===== src/ffa_defs.svh =====
// Constants for the flash fetch accelerator
`ifndef FFA_DEFS_SVH
`define FFA_DEFS_SVH
`define FFA_ADDR_W 19
`define FFA_LINE_W 15
`define FFA_LINE_LSB 4
`define FFA_WORD_LSB 2
`define FFA_WORDS 4
`define FFA_WORD_W 32
`define FFA_DATA_W 128
`define FFA_PROT_INSTR_BIT 0
`define FFA_MODE_OFF 2'h0
`define FFA_MODE_PART 2'h1
`define FFA_MODE_FULL 2'h2
`define FFA_MODE_RESET 2'h0
`define FFA_TIM_RESET 3'h7
`define FFA_TIM_MIN 3'h1
`endif


===== src/ffa_pkg.sv =====
// Types and helpers shared by the flash fetch accelerator
`include "ffa_defs.svh"
package ffa_pkg;
  typedef enum logic [1:0] {ST_IDLE, ST_FLASH, ST_MIMIC} ffa_state_e;
  typedef enum logic [2:0] {K_PF, K_PFBUF, K_BT, K_DATA, K_NONE} ffa_kind_e;
  // Pick one 32-bit word out of a line
  function automatic logic [`FFA_WORD_W-1:0] ffa_word_of(
    input logic [`FFA_DATA_W-1:0] line, input logic [1:0] idx);
    ffa_word_of = line[idx*`FFA_WORD_W +: `FFA_WORD_W];
  endfunction
  // Reserved timing code zero behaves as one clock
  function automatic logic [2:0] ffa_tim_eff(input logic [2:0] t);
    ffa_tim_eff = (t == 3'h0) ? `FFA_TIM_MIN : t;
  endfunction
  // Reserved mode code behaves as mode 0
  function automatic logic [1:0] ffa_mode_eff(input logic [1:0] m);
    ffa_mode_eff = (m == 2'h3) ? `FFA_MODE_OFF : m;
  endfunction
endpackage


===== src/ffa_line_buf.sv =====
// One 128-bit line buffer with address latch, comparator and word select
`timescale 1ns/1ps
`default_nettype none
`include "ffa_defs.svh"
module ffa_line_buf
  import ffa_pkg::*;
#(
  parameter int LINE_W = `FFA_LINE_W,
  parameter int DATA_W = `FFA_DATA_W
) (
  input wire logic clk,
  input wire logic rstn,
  input wire logic inval,
  input wire logic load,
  input wire logic [LINE_W-1:0] load_line,
  input wire logic [DATA_W-1:0] load_data,
  input wire logic [LINE_W-1:0] look_line,
  input wire logic [1:0] look_word,
  output logic hit,
  output logic [`FFA_WORD_W-1:0] word
);
  logic valid_reg;
  logic [LINE_W-1:0] line_reg;
  logic [DATA_W-1:0] data_reg;

  // Invalidate wins over a load landing in the same cycle
  always_ff @(posedge clk) begin
    if (!rstn || inval) begin
      valid_reg <= 1'b0;
    end else if (load) begin
      valid_reg <= 1'b1;
    end
  end

  // Address latch and line storage
  always_ff @(posedge clk) begin
    if (!rstn) begin
      line_reg <= '0;
      data_reg <= '0;
    end else if (load) begin
      line_reg <= load_line;
      data_reg <= load_data;
    end
  end

  // Line comparator and word multiplexers
  assign hit = valid_reg && (line_reg == look_line);
  assign word = ffa_word_of(data_reg, look_word);
endmodule // ffa_line_buf
`default_nettype wire


===== src/ffa_top.sv =====
// Flash fetch accelerator: line buffers, prefetch and wait logic
`timescale 1ns/1ps
`default_nettype none
`include "ffa_defs.svh"
module ffa_top
  import ffa_pkg::*;
(
  input wire logic clk,
  input wire logic rstn,
  input wire logic core_req,
  input wire logic [`FFA_ADDR_W-1:0] core_addr,
  input wire logic [3:0] access_protection_bits,
  input wire logic core_seq,
  output logic core_ready,
  output logic [`FFA_WORD_W-1:0] core_rdata,
  input wire logic [1:0] accel_mode_field,
  input wire logic [2:0] fetch_cycle_count,
  input wire logic flash_busy,
  input wire logic [`FFA_DATA_W-1:0] flash_rdata,
  output logic flash_rd,
  output logic [`FFA_LINE_W-1:0] flash_line_addr
);
  localparam int LW = `FFA_LINE_W;
  ffa_state_e state_reg;
  ffa_kind_e fl_kind_reg, start_kind;
  logic [1:0] mode_reg, mode;
  logic busy_q_reg, inval;
  logic [2:0] tim, fl_cnt_reg, mim_cnt_reg;
  logic fl_active_reg, fl_done;
  logic [LW-1:0] fl_line_reg, pf_next_reg, hold_line_reg, req_line_reg;
  logic hold_valid_reg, pf_want_reg;
  logic [`FFA_DATA_W-1:0] hold_data_reg, pf_load_data;
  logic [1:0] req_word_reg;
  logic req_instr_reg;
  logic [`FFA_WORD_W-1:0] ans_word_reg, avail_word;
  logic [LW-1:0] line;
  logic [1:0] word;
  logic instr, take, pf_hit, bt_hit, d_hit, hold_hit, flight_hit;
  logic avail, direct, mimic, demand, pf_go, hold_take, pf_load;
  logic [`FFA_WORD_W-1:0] pf_word, bt_word, d_word;

  // Request decode; the core holds its request until ready
  assign line = core_addr[`FFA_ADDR_W-1:`FFA_LINE_LSB];
  assign word = core_addr[`FFA_LINE_LSB-1:`FFA_WORD_LSB];
  assign instr = !access_protection_bits[`FFA_PROT_INSTR_BIT];
  assign mode = ffa_mode_eff(mode_reg);
  assign tim = ffa_tim_eff(fetch_cycle_count);
  assign inval = (flash_busy && !busy_q_reg) || (accel_mode_field != mode_reg);
  // No request is taken while flash is busy or buffers are being flushed
  assign take = core_req && !core_ready && state_reg == ST_IDLE &&
                !flash_busy && !inval;
  assign hold_hit = hold_valid_reg && hold_line_reg == line && instr;
  assign flight_hit = fl_active_reg && fl_kind_reg == K_PF &&
                      fl_line_reg == line && instr;
  assign avail = instr ? (pf_hit || bt_hit || hold_hit) : d_hit;
  assign avail_word = !instr ? d_word : pf_hit ? pf_word :
                      bt_hit ? bt_word : ffa_word_of(hold_data_reg, word);

  // Which hits bypass the flash timing in each mode
  always_comb begin
    direct = 1'b0;
    if (mode == `FFA_MODE_FULL) begin
      direct = avail;
    end else if (mode == `FFA_MODE_PART) begin
      direct = avail && instr && core_seq;
    end
  end
  // Buffered but timed as flash, so execution time stays predictable
  assign mimic = avail && !direct;
  assign demand = take && !avail && !flight_hit;
  assign hold_take = (take && hold_hit) ||
    (state_reg == ST_FLASH && req_instr_reg && hold_valid_reg &&
     hold_line_reg == req_line_reg);

  // Buffer a demand read fills; mode 0 fills nothing
  always_comb begin
    if (mode == `FFA_MODE_OFF) begin
      start_kind = K_NONE;
    end else if (!instr) begin
      start_kind = K_DATA;
    end else if (core_seq) begin
      start_kind = K_PFBUF;
    end else begin
      start_kind = K_BT;
    end
  end

  // Three line buffers, one per access class
  assign pf_load = hold_take || (fl_done && fl_kind_reg == K_PFBUF);
  assign pf_load_data = hold_take ? hold_data_reg : flash_rdata;
  ffa_line_buf u_pf_buf (
    .clk(clk), .rstn(rstn), .inval(inval), .load(pf_load),
    .load_line(hold_take ? hold_line_reg : fl_line_reg),
    .load_data(pf_load_data), .look_line(line), .look_word(word),
    .hit(pf_hit), .word(pf_word)
  );
  ffa_line_buf u_bt_buf (
    .clk(clk), .rstn(rstn), .inval(inval),
    .load(fl_done && fl_kind_reg == K_BT),
    .load_line(fl_line_reg), .load_data(flash_rdata),
    .look_line(line), .look_word(word), .hit(bt_hit), .word(bt_word)
  );
  ffa_line_buf u_d_buf (
    .clk(clk), .rstn(rstn), .inval(inval),
    .load(fl_done && fl_kind_reg == K_DATA),
    .load_line(fl_line_reg), .load_data(flash_rdata),
    .look_line(line), .look_word(word), .hit(d_hit), .word(d_word)
  );

  // Mode and busy history for flush detection
  always_ff @(posedge clk) begin
    if (!rstn) begin
      mode_reg <= `FFA_MODE_RESET;
      busy_q_reg <= 1'b0;
    end else begin
      mode_reg <= accel_mode_field;
      busy_q_reg <= flash_busy;
    end
  end

  // Flash read engine; the held prefetch blocks the next one
  assign fl_done = fl_active_reg && fl_cnt_reg == tim;
  assign pf_go = pf_want_reg && !hold_valid_reg && !flash_busy &&
                 mode != `FFA_MODE_OFF;
  always_ff @(posedge clk) begin
    if (!rstn || inval) begin
      fl_active_reg <= 1'b0;
      fl_cnt_reg <= 3'h0;
      fl_line_reg <= '0;
      fl_kind_reg <= K_NONE;
    end else if (demand) begin
      fl_active_reg <= 1'b1;
      fl_cnt_reg <= 3'h1;
      fl_line_reg <= line;
      fl_kind_reg <= start_kind;
    end else if (fl_done) begin
      fl_active_reg <= 1'b0;
    end else if (!fl_active_reg && pf_go) begin
      fl_active_reg <= 1'b1;
      fl_cnt_reg <= 3'h1;
      fl_line_reg <= pf_next_reg;
      fl_kind_reg <= K_PF;
    end else if (fl_active_reg) begin
      fl_cnt_reg <= fl_cnt_reg + 3'h1;
    end
  end
  assign flash_rd = fl_active_reg;
  assign flash_line_addr = fl_line_reg;

  // Next prefetch address; a data read leaves it for the restart
  always_ff @(posedge clk) begin
    if (!rstn || inval) begin
      pf_want_reg <= 1'b0;
      pf_next_reg <= '0;
    end else if (hold_take) begin
      pf_want_reg <= 1'b1;
      pf_next_reg <= LW'(hold_line_reg + 1'b1);
    end else if (fl_done && fl_kind_reg == K_PF) begin
      pf_want_reg <= 1'b0;
    end else if (fl_done && fl_kind_reg != K_DATA) begin
      pf_want_reg <= 1'b1;
      pf_next_reg <= LW'(fl_line_reg + 1'b1);
    end else if (hold_valid_reg && (demand || (take && instr))) begin
      pf_want_reg <= 1'b1;
    end
  end

  // Prefetched line held at the flash output until the next instruction fetch or demand read
  always_ff @(posedge clk) begin
    if (!rstn || inval) begin
      hold_valid_reg <= 1'b0;
    end else if (fl_done && fl_kind_reg == K_PF) begin
      hold_valid_reg <= 1'b1;
      hold_line_reg <= fl_line_reg;
      hold_data_reg <= flash_rdata;
    end else if (hold_take || demand || (take && instr)) begin
      hold_valid_reg <= 1'b0;
    end
  end

  // Core answer sequencing and wait logic
  always_ff @(posedge clk) begin
    if (!rstn) begin
      state_reg <= ST_IDLE;
      core_ready <= 1'b0;
      core_rdata <= '0;
      mim_cnt_reg <= 3'h0;
    end else begin
      core_ready <= 1'b0;
      case (state_reg)
        ST_IDLE: begin
          if (take) begin
            req_line_reg <= line;
            req_word_reg <= word;
            req_instr_reg <= instr;
            if (direct) begin
              core_ready <= 1'b1;
              core_rdata <= avail_word;
            end else if (mimic) begin
              ans_word_reg <= avail_word;
              mim_cnt_reg <= 3'h1;
              state_reg <= ST_MIMIC;
            end else begin
              state_reg <= ST_FLASH;
            end
          end
        end
        ST_FLASH: begin
          if (inval) begin
            state_reg <= ST_IDLE;
          end else if (fl_done && fl_line_reg == req_line_reg) begin
            core_ready <= 1'b1;
            core_rdata <= ffa_word_of(flash_rdata, req_word_reg);
            state_reg <= ST_IDLE;
          end else if (hold_take) begin
            core_ready <= 1'b1;
            core_rdata <= ffa_word_of(hold_data_reg, req_word_reg);
            state_reg <= ST_IDLE;
          end
        end
        ST_MIMIC: begin
          if (inval) begin
            state_reg <= ST_IDLE;
          end else if (mim_cnt_reg >= tim) begin
            core_ready <= 1'b1;
            core_rdata <= ans_word_reg;
            state_reg <= ST_IDLE;
          end else begin
            mim_cnt_reg <= mim_cnt_reg + 3'h1;
          end
        end
        default: state_reg <= ST_IDLE;
      endcase
    end
  end

  // Checks
  logic [3:0] wait_cnt;
  logic mim_flag;
  always_ff @(posedge clk) begin
    if (!rstn) begin
      wait_cnt <= 4'h0;
      mim_flag <= 1'b0;
    end else if (take) begin
      wait_cnt <= 4'h1;
      mim_flag <= mimic;
    end else if (wait_cnt != 4'hf) begin
      wait_cnt <= wait_cnt + 4'h1;
    end
  end
endmodule // ffa_top
`default_nettype wire


===== config.mk =====
export PLATFORM = sky130hd
export DESIGN_NAME = ffa_top
export DESIGN_NICKNAME = d
export VERILOG_FILES = /design/src/ffa_pkg.sv /design/src/ffa_line_buf.sv /design/src/ffa_top.sv
export VERILOG_INCLUDE_DIRS = /design/src /design/src/src
export SDC_FILE = /design/constraint.sdc
export NUM_CORES = 2
export LEC_CHECK = 0
export BUFFER_PORTS_ARGS = -buffer_cell sky130_fd_sc_hd__buf_2
export CAP_MARGIN = 15
export CELL_PAD_IN_SITES_DETAIL_PLACEMENT = 1
export CELL_PAD_IN_SITES_GLOBAL_PLACEMENT = 1
export CORE_ASPECT_RATIO = 0.9
export CORE_UTILIZATION = 43
export DETAILED_ROUTE_END_ITERATION = 12
export GPL_TIMING_DRIVEN = 0
export PLACE_DENSITY_LB_ADDON = 0.1
export SYNTH_ARGS = -nofsm -noshare
export SYNTH_HDL_FRONTEND = slang
export SYNTH_SLANG_ARGS = --single-unit

===== constraint.sdc =====
create_clock -name clk -period 8.05 [get_ports clk]
set_input_delay 1.2075 -clock clk [delete_from_list [all_inputs] [get_ports clk]]
set_output_delay 1.2075 -clock clk [all_outputs]
set_load 0.02 [all_outputs]

==> out/metrics.yaml <==
floorplan:
  die_w_um: 298
  io_pins: 210
  die_h_um: 268
  dieArea_mm2: 0.0800
  rows: 97
  core_mm2: 0.0779
  start_util_pct: 43.5
timing:
  worst_pin_slew_ns: 1.39
  timing.hold.ws_ns: 0.447
  setup_viol: 0
  relSlewSlack_pct: 7.53
  hold_viol: 0
  layout_worst_path_cycle_share_pct: 72.8
  slew_viol_final: 0
  setup-tns-final_ns: 0
  fmax_mhz: 171
  worst_clock_skew_ns: 0.0310
  grt_setup_unrepaired: "false"
  final.min_clock_period_ns: 5.86
  fin_ws_ns: 2.19
finish:
  n_fill_cell: 9162
  layout-drive-gt1-share_pct: 11.9
  nets: 4291
  final_area_mm2: 0.0392
  final_core_util_pct: 50.4
  syn2layout_area_growth_pct: 15.7
placement:
  place_area_mm2: 0.0366
  io_buffer_count: 202
  dpl.hpwl_um: 138000
  gp_congestion: 1.06
  dp_slack_ns: 1.92
synthesis:
  yosys_warnings: 0
  postSynthAreaPerCell_um2: 8.92
  synth_top_area_share_pct: 30.2
  yosysSeqAreaShare_pct: 47.3
  synth-edff-count: 193
  yosys-top-cells-area: "dfxtp_1 (30%), edfxtp_1 (17%), mux2i_1 (9.1%), nand2_1 (9.1%), a21oi_1 (5.7%)"
  synth_nets: 3978
  synth_top_cell_by_area: "dfxtp_1"
  yosys.cell_types.count: 74
  netlist_area_mm2: 0.0339
  synthCells: 3805
  synthFlopType: "dfxtp_1"
  synth.ff_latch_count: 705
  synthArstFlopShare_pct: 0
clocking:
  cts_hold_buffers: 0
  cts_tree: "yes"
  postCtsSetupBuffers: 0
  clk_pin_slew_worst_paths_ns: 0.06
  clock_path_buffers: 3
  clk_latency_ns: 0.68
  cts_resized: 0
  ctsHtreeMaxLevel: 3
  root_buffer: "clkbuf_16"
  cts_num_sinks: 705
  cts_buffers: 79
routing:
  drtAntennaViolNets: 0
  dr.pass1.iters: 6
  initialDrtViolationCount: 5099
  routed_wl_um: 185000
  wl_per_cell_um: 35.3
  vias_per_cell: 6.49
  num_vias: 33900
  drc: 0
worst_setup_path:
  endpoint_kind: "flop"
  required_ns: 8.65
  startpoint_type: "primary input"
  criticalPathCategory: "in2reg"
  cp.arrival_ns: 6.46
  critPathMaxFanout: 10
global_routing:
  antenna_found_initial: 16
  grt_first_pass_wirelength_um: 252000
  grt_max_degree: 32
  grt_pass1_vias: 32200
  grt.total_usage_pct: 45.0
  grt_overflow: 0
pwr:
  vdd_drop_max_v: 0.000151
  p_per_area_mw_per_mm2: 214
  p_leak_nw: 15.1
hold_path:
  min_path_type: "reg2reg"
flow_run:
  max-cap-violations: 0
run_status:
  status: "finished, final reports clean"
-- final timing paths --
kind              slack (ns)                       from  depth (start not counted)                    end
hold reg to reg         0.45             core_rdata[26]                          2         core_rdata[26]
hold / removal          0.45             core_rdata[26]                          2         core_rdata[26]
setup / recovery        2.19  access_protection_bits[0]                          9         core_rdata[31]
setup reg to reg        2.64               state_reg[0]                         11  u_pf_buf.data_reg[83]
-- stage by stage --
stage / cells / total power [mW]
after global routing: 5223 / 8.51
final: 5227 / 8.39
after detailed placement: 5074 / 4.70
after CTS: 5220 / 8.31
after global placement: 5046 / 4.69
after floorplan: 3805 / 4.21
-- area by class of cell --
cell class	instances	area (um2)	share of cell area (%)
Clock inverter	15	82.6	0.210
Tap cell	1039	1300	3.31
Timing Repair Buffer	232	1430	3.63
Buffer	337	1420	3.61
Antenna cell	5	12.5	0.0319
Multi-Input combinational cell	2742	16400	41.8
Sequential cell	705	16000	40.9
Inverter	21	78.8	0.201
Clock buffer	131	2470	6.29
-- power breakdown --
part | internal, mW | total [mW] | switching, mW
combinational | 0.259 | 1.03 | 0.770
clock | 2.09 | 3.70 | 1.61
sequential | 3.65 | 3.66 | 0.0117
-- placed cells by master (no fill, tap or decap), types with 85 or more instances in the layout --
master     Yosys  final
o21ai_0      119    119
clkbuf_1     239    267
edfxtp_1     193    193
dfxtp_1      512    512
buf_2         76    285
a211oi_1     213    213
nor2_1       280    278
nand2_1      819    819
clkbuf_16      0     85
mux2i_1      309    309
a21oi_1      388    388
-- metal layers --
metal	share of wire [%]	global-route usage (%)	vias up
li1	-	-	14100
met4	5.7	23.0	16
met1	41	62.3	17100
met2	40	62.6	2287
met3	13	14.2	448
met5	0.055	0	-
-- synth_stat cells (all sizes together) (16+ instances only) --
master	instances
o31ai	18
nand4	44
inv	20
nor4	16
a211oi	213
nand2	819
nand3	33
a31oi	35
mux2i	309
o21ai	139
edfxtp	193
a2111oi	22
nor2	281
clkbuf	239
a311oi	19
xor2	40
nor3	57
o211ai	23
buf	98
a22oi	16
dfxtp	512
xnor2	83
mux4	23
a21oi	388
-- kinds of logic (layout without fill, tap and decap cells) --
family	after synthesis	after routing	share of synthesized area, %
AOI/OAI and AO/OA	946	946	17.4
xor gates and xnor gates	123	123	3.18
adders and majority gates	12	12	0.443
buffers and inverters	358	736	4.41
DFF	705	705	47.3
muxes	346	346	11.1
other	0	5	0
and+or+nand+nor	1315	1315	16.2
-- worst max-delay path: stages --
cell	delay (ns)
clkbuf_1	0.81
clkbuf_1	0.72
buf_1	0.90
clkbuf_1	0.98
a2bb2oi_1	0.35
o22ai_1	0.30
nor3b_1	0.10
a311oi_1	0.94
a21o_1	0.14
(Power assumes the default switching activity.)
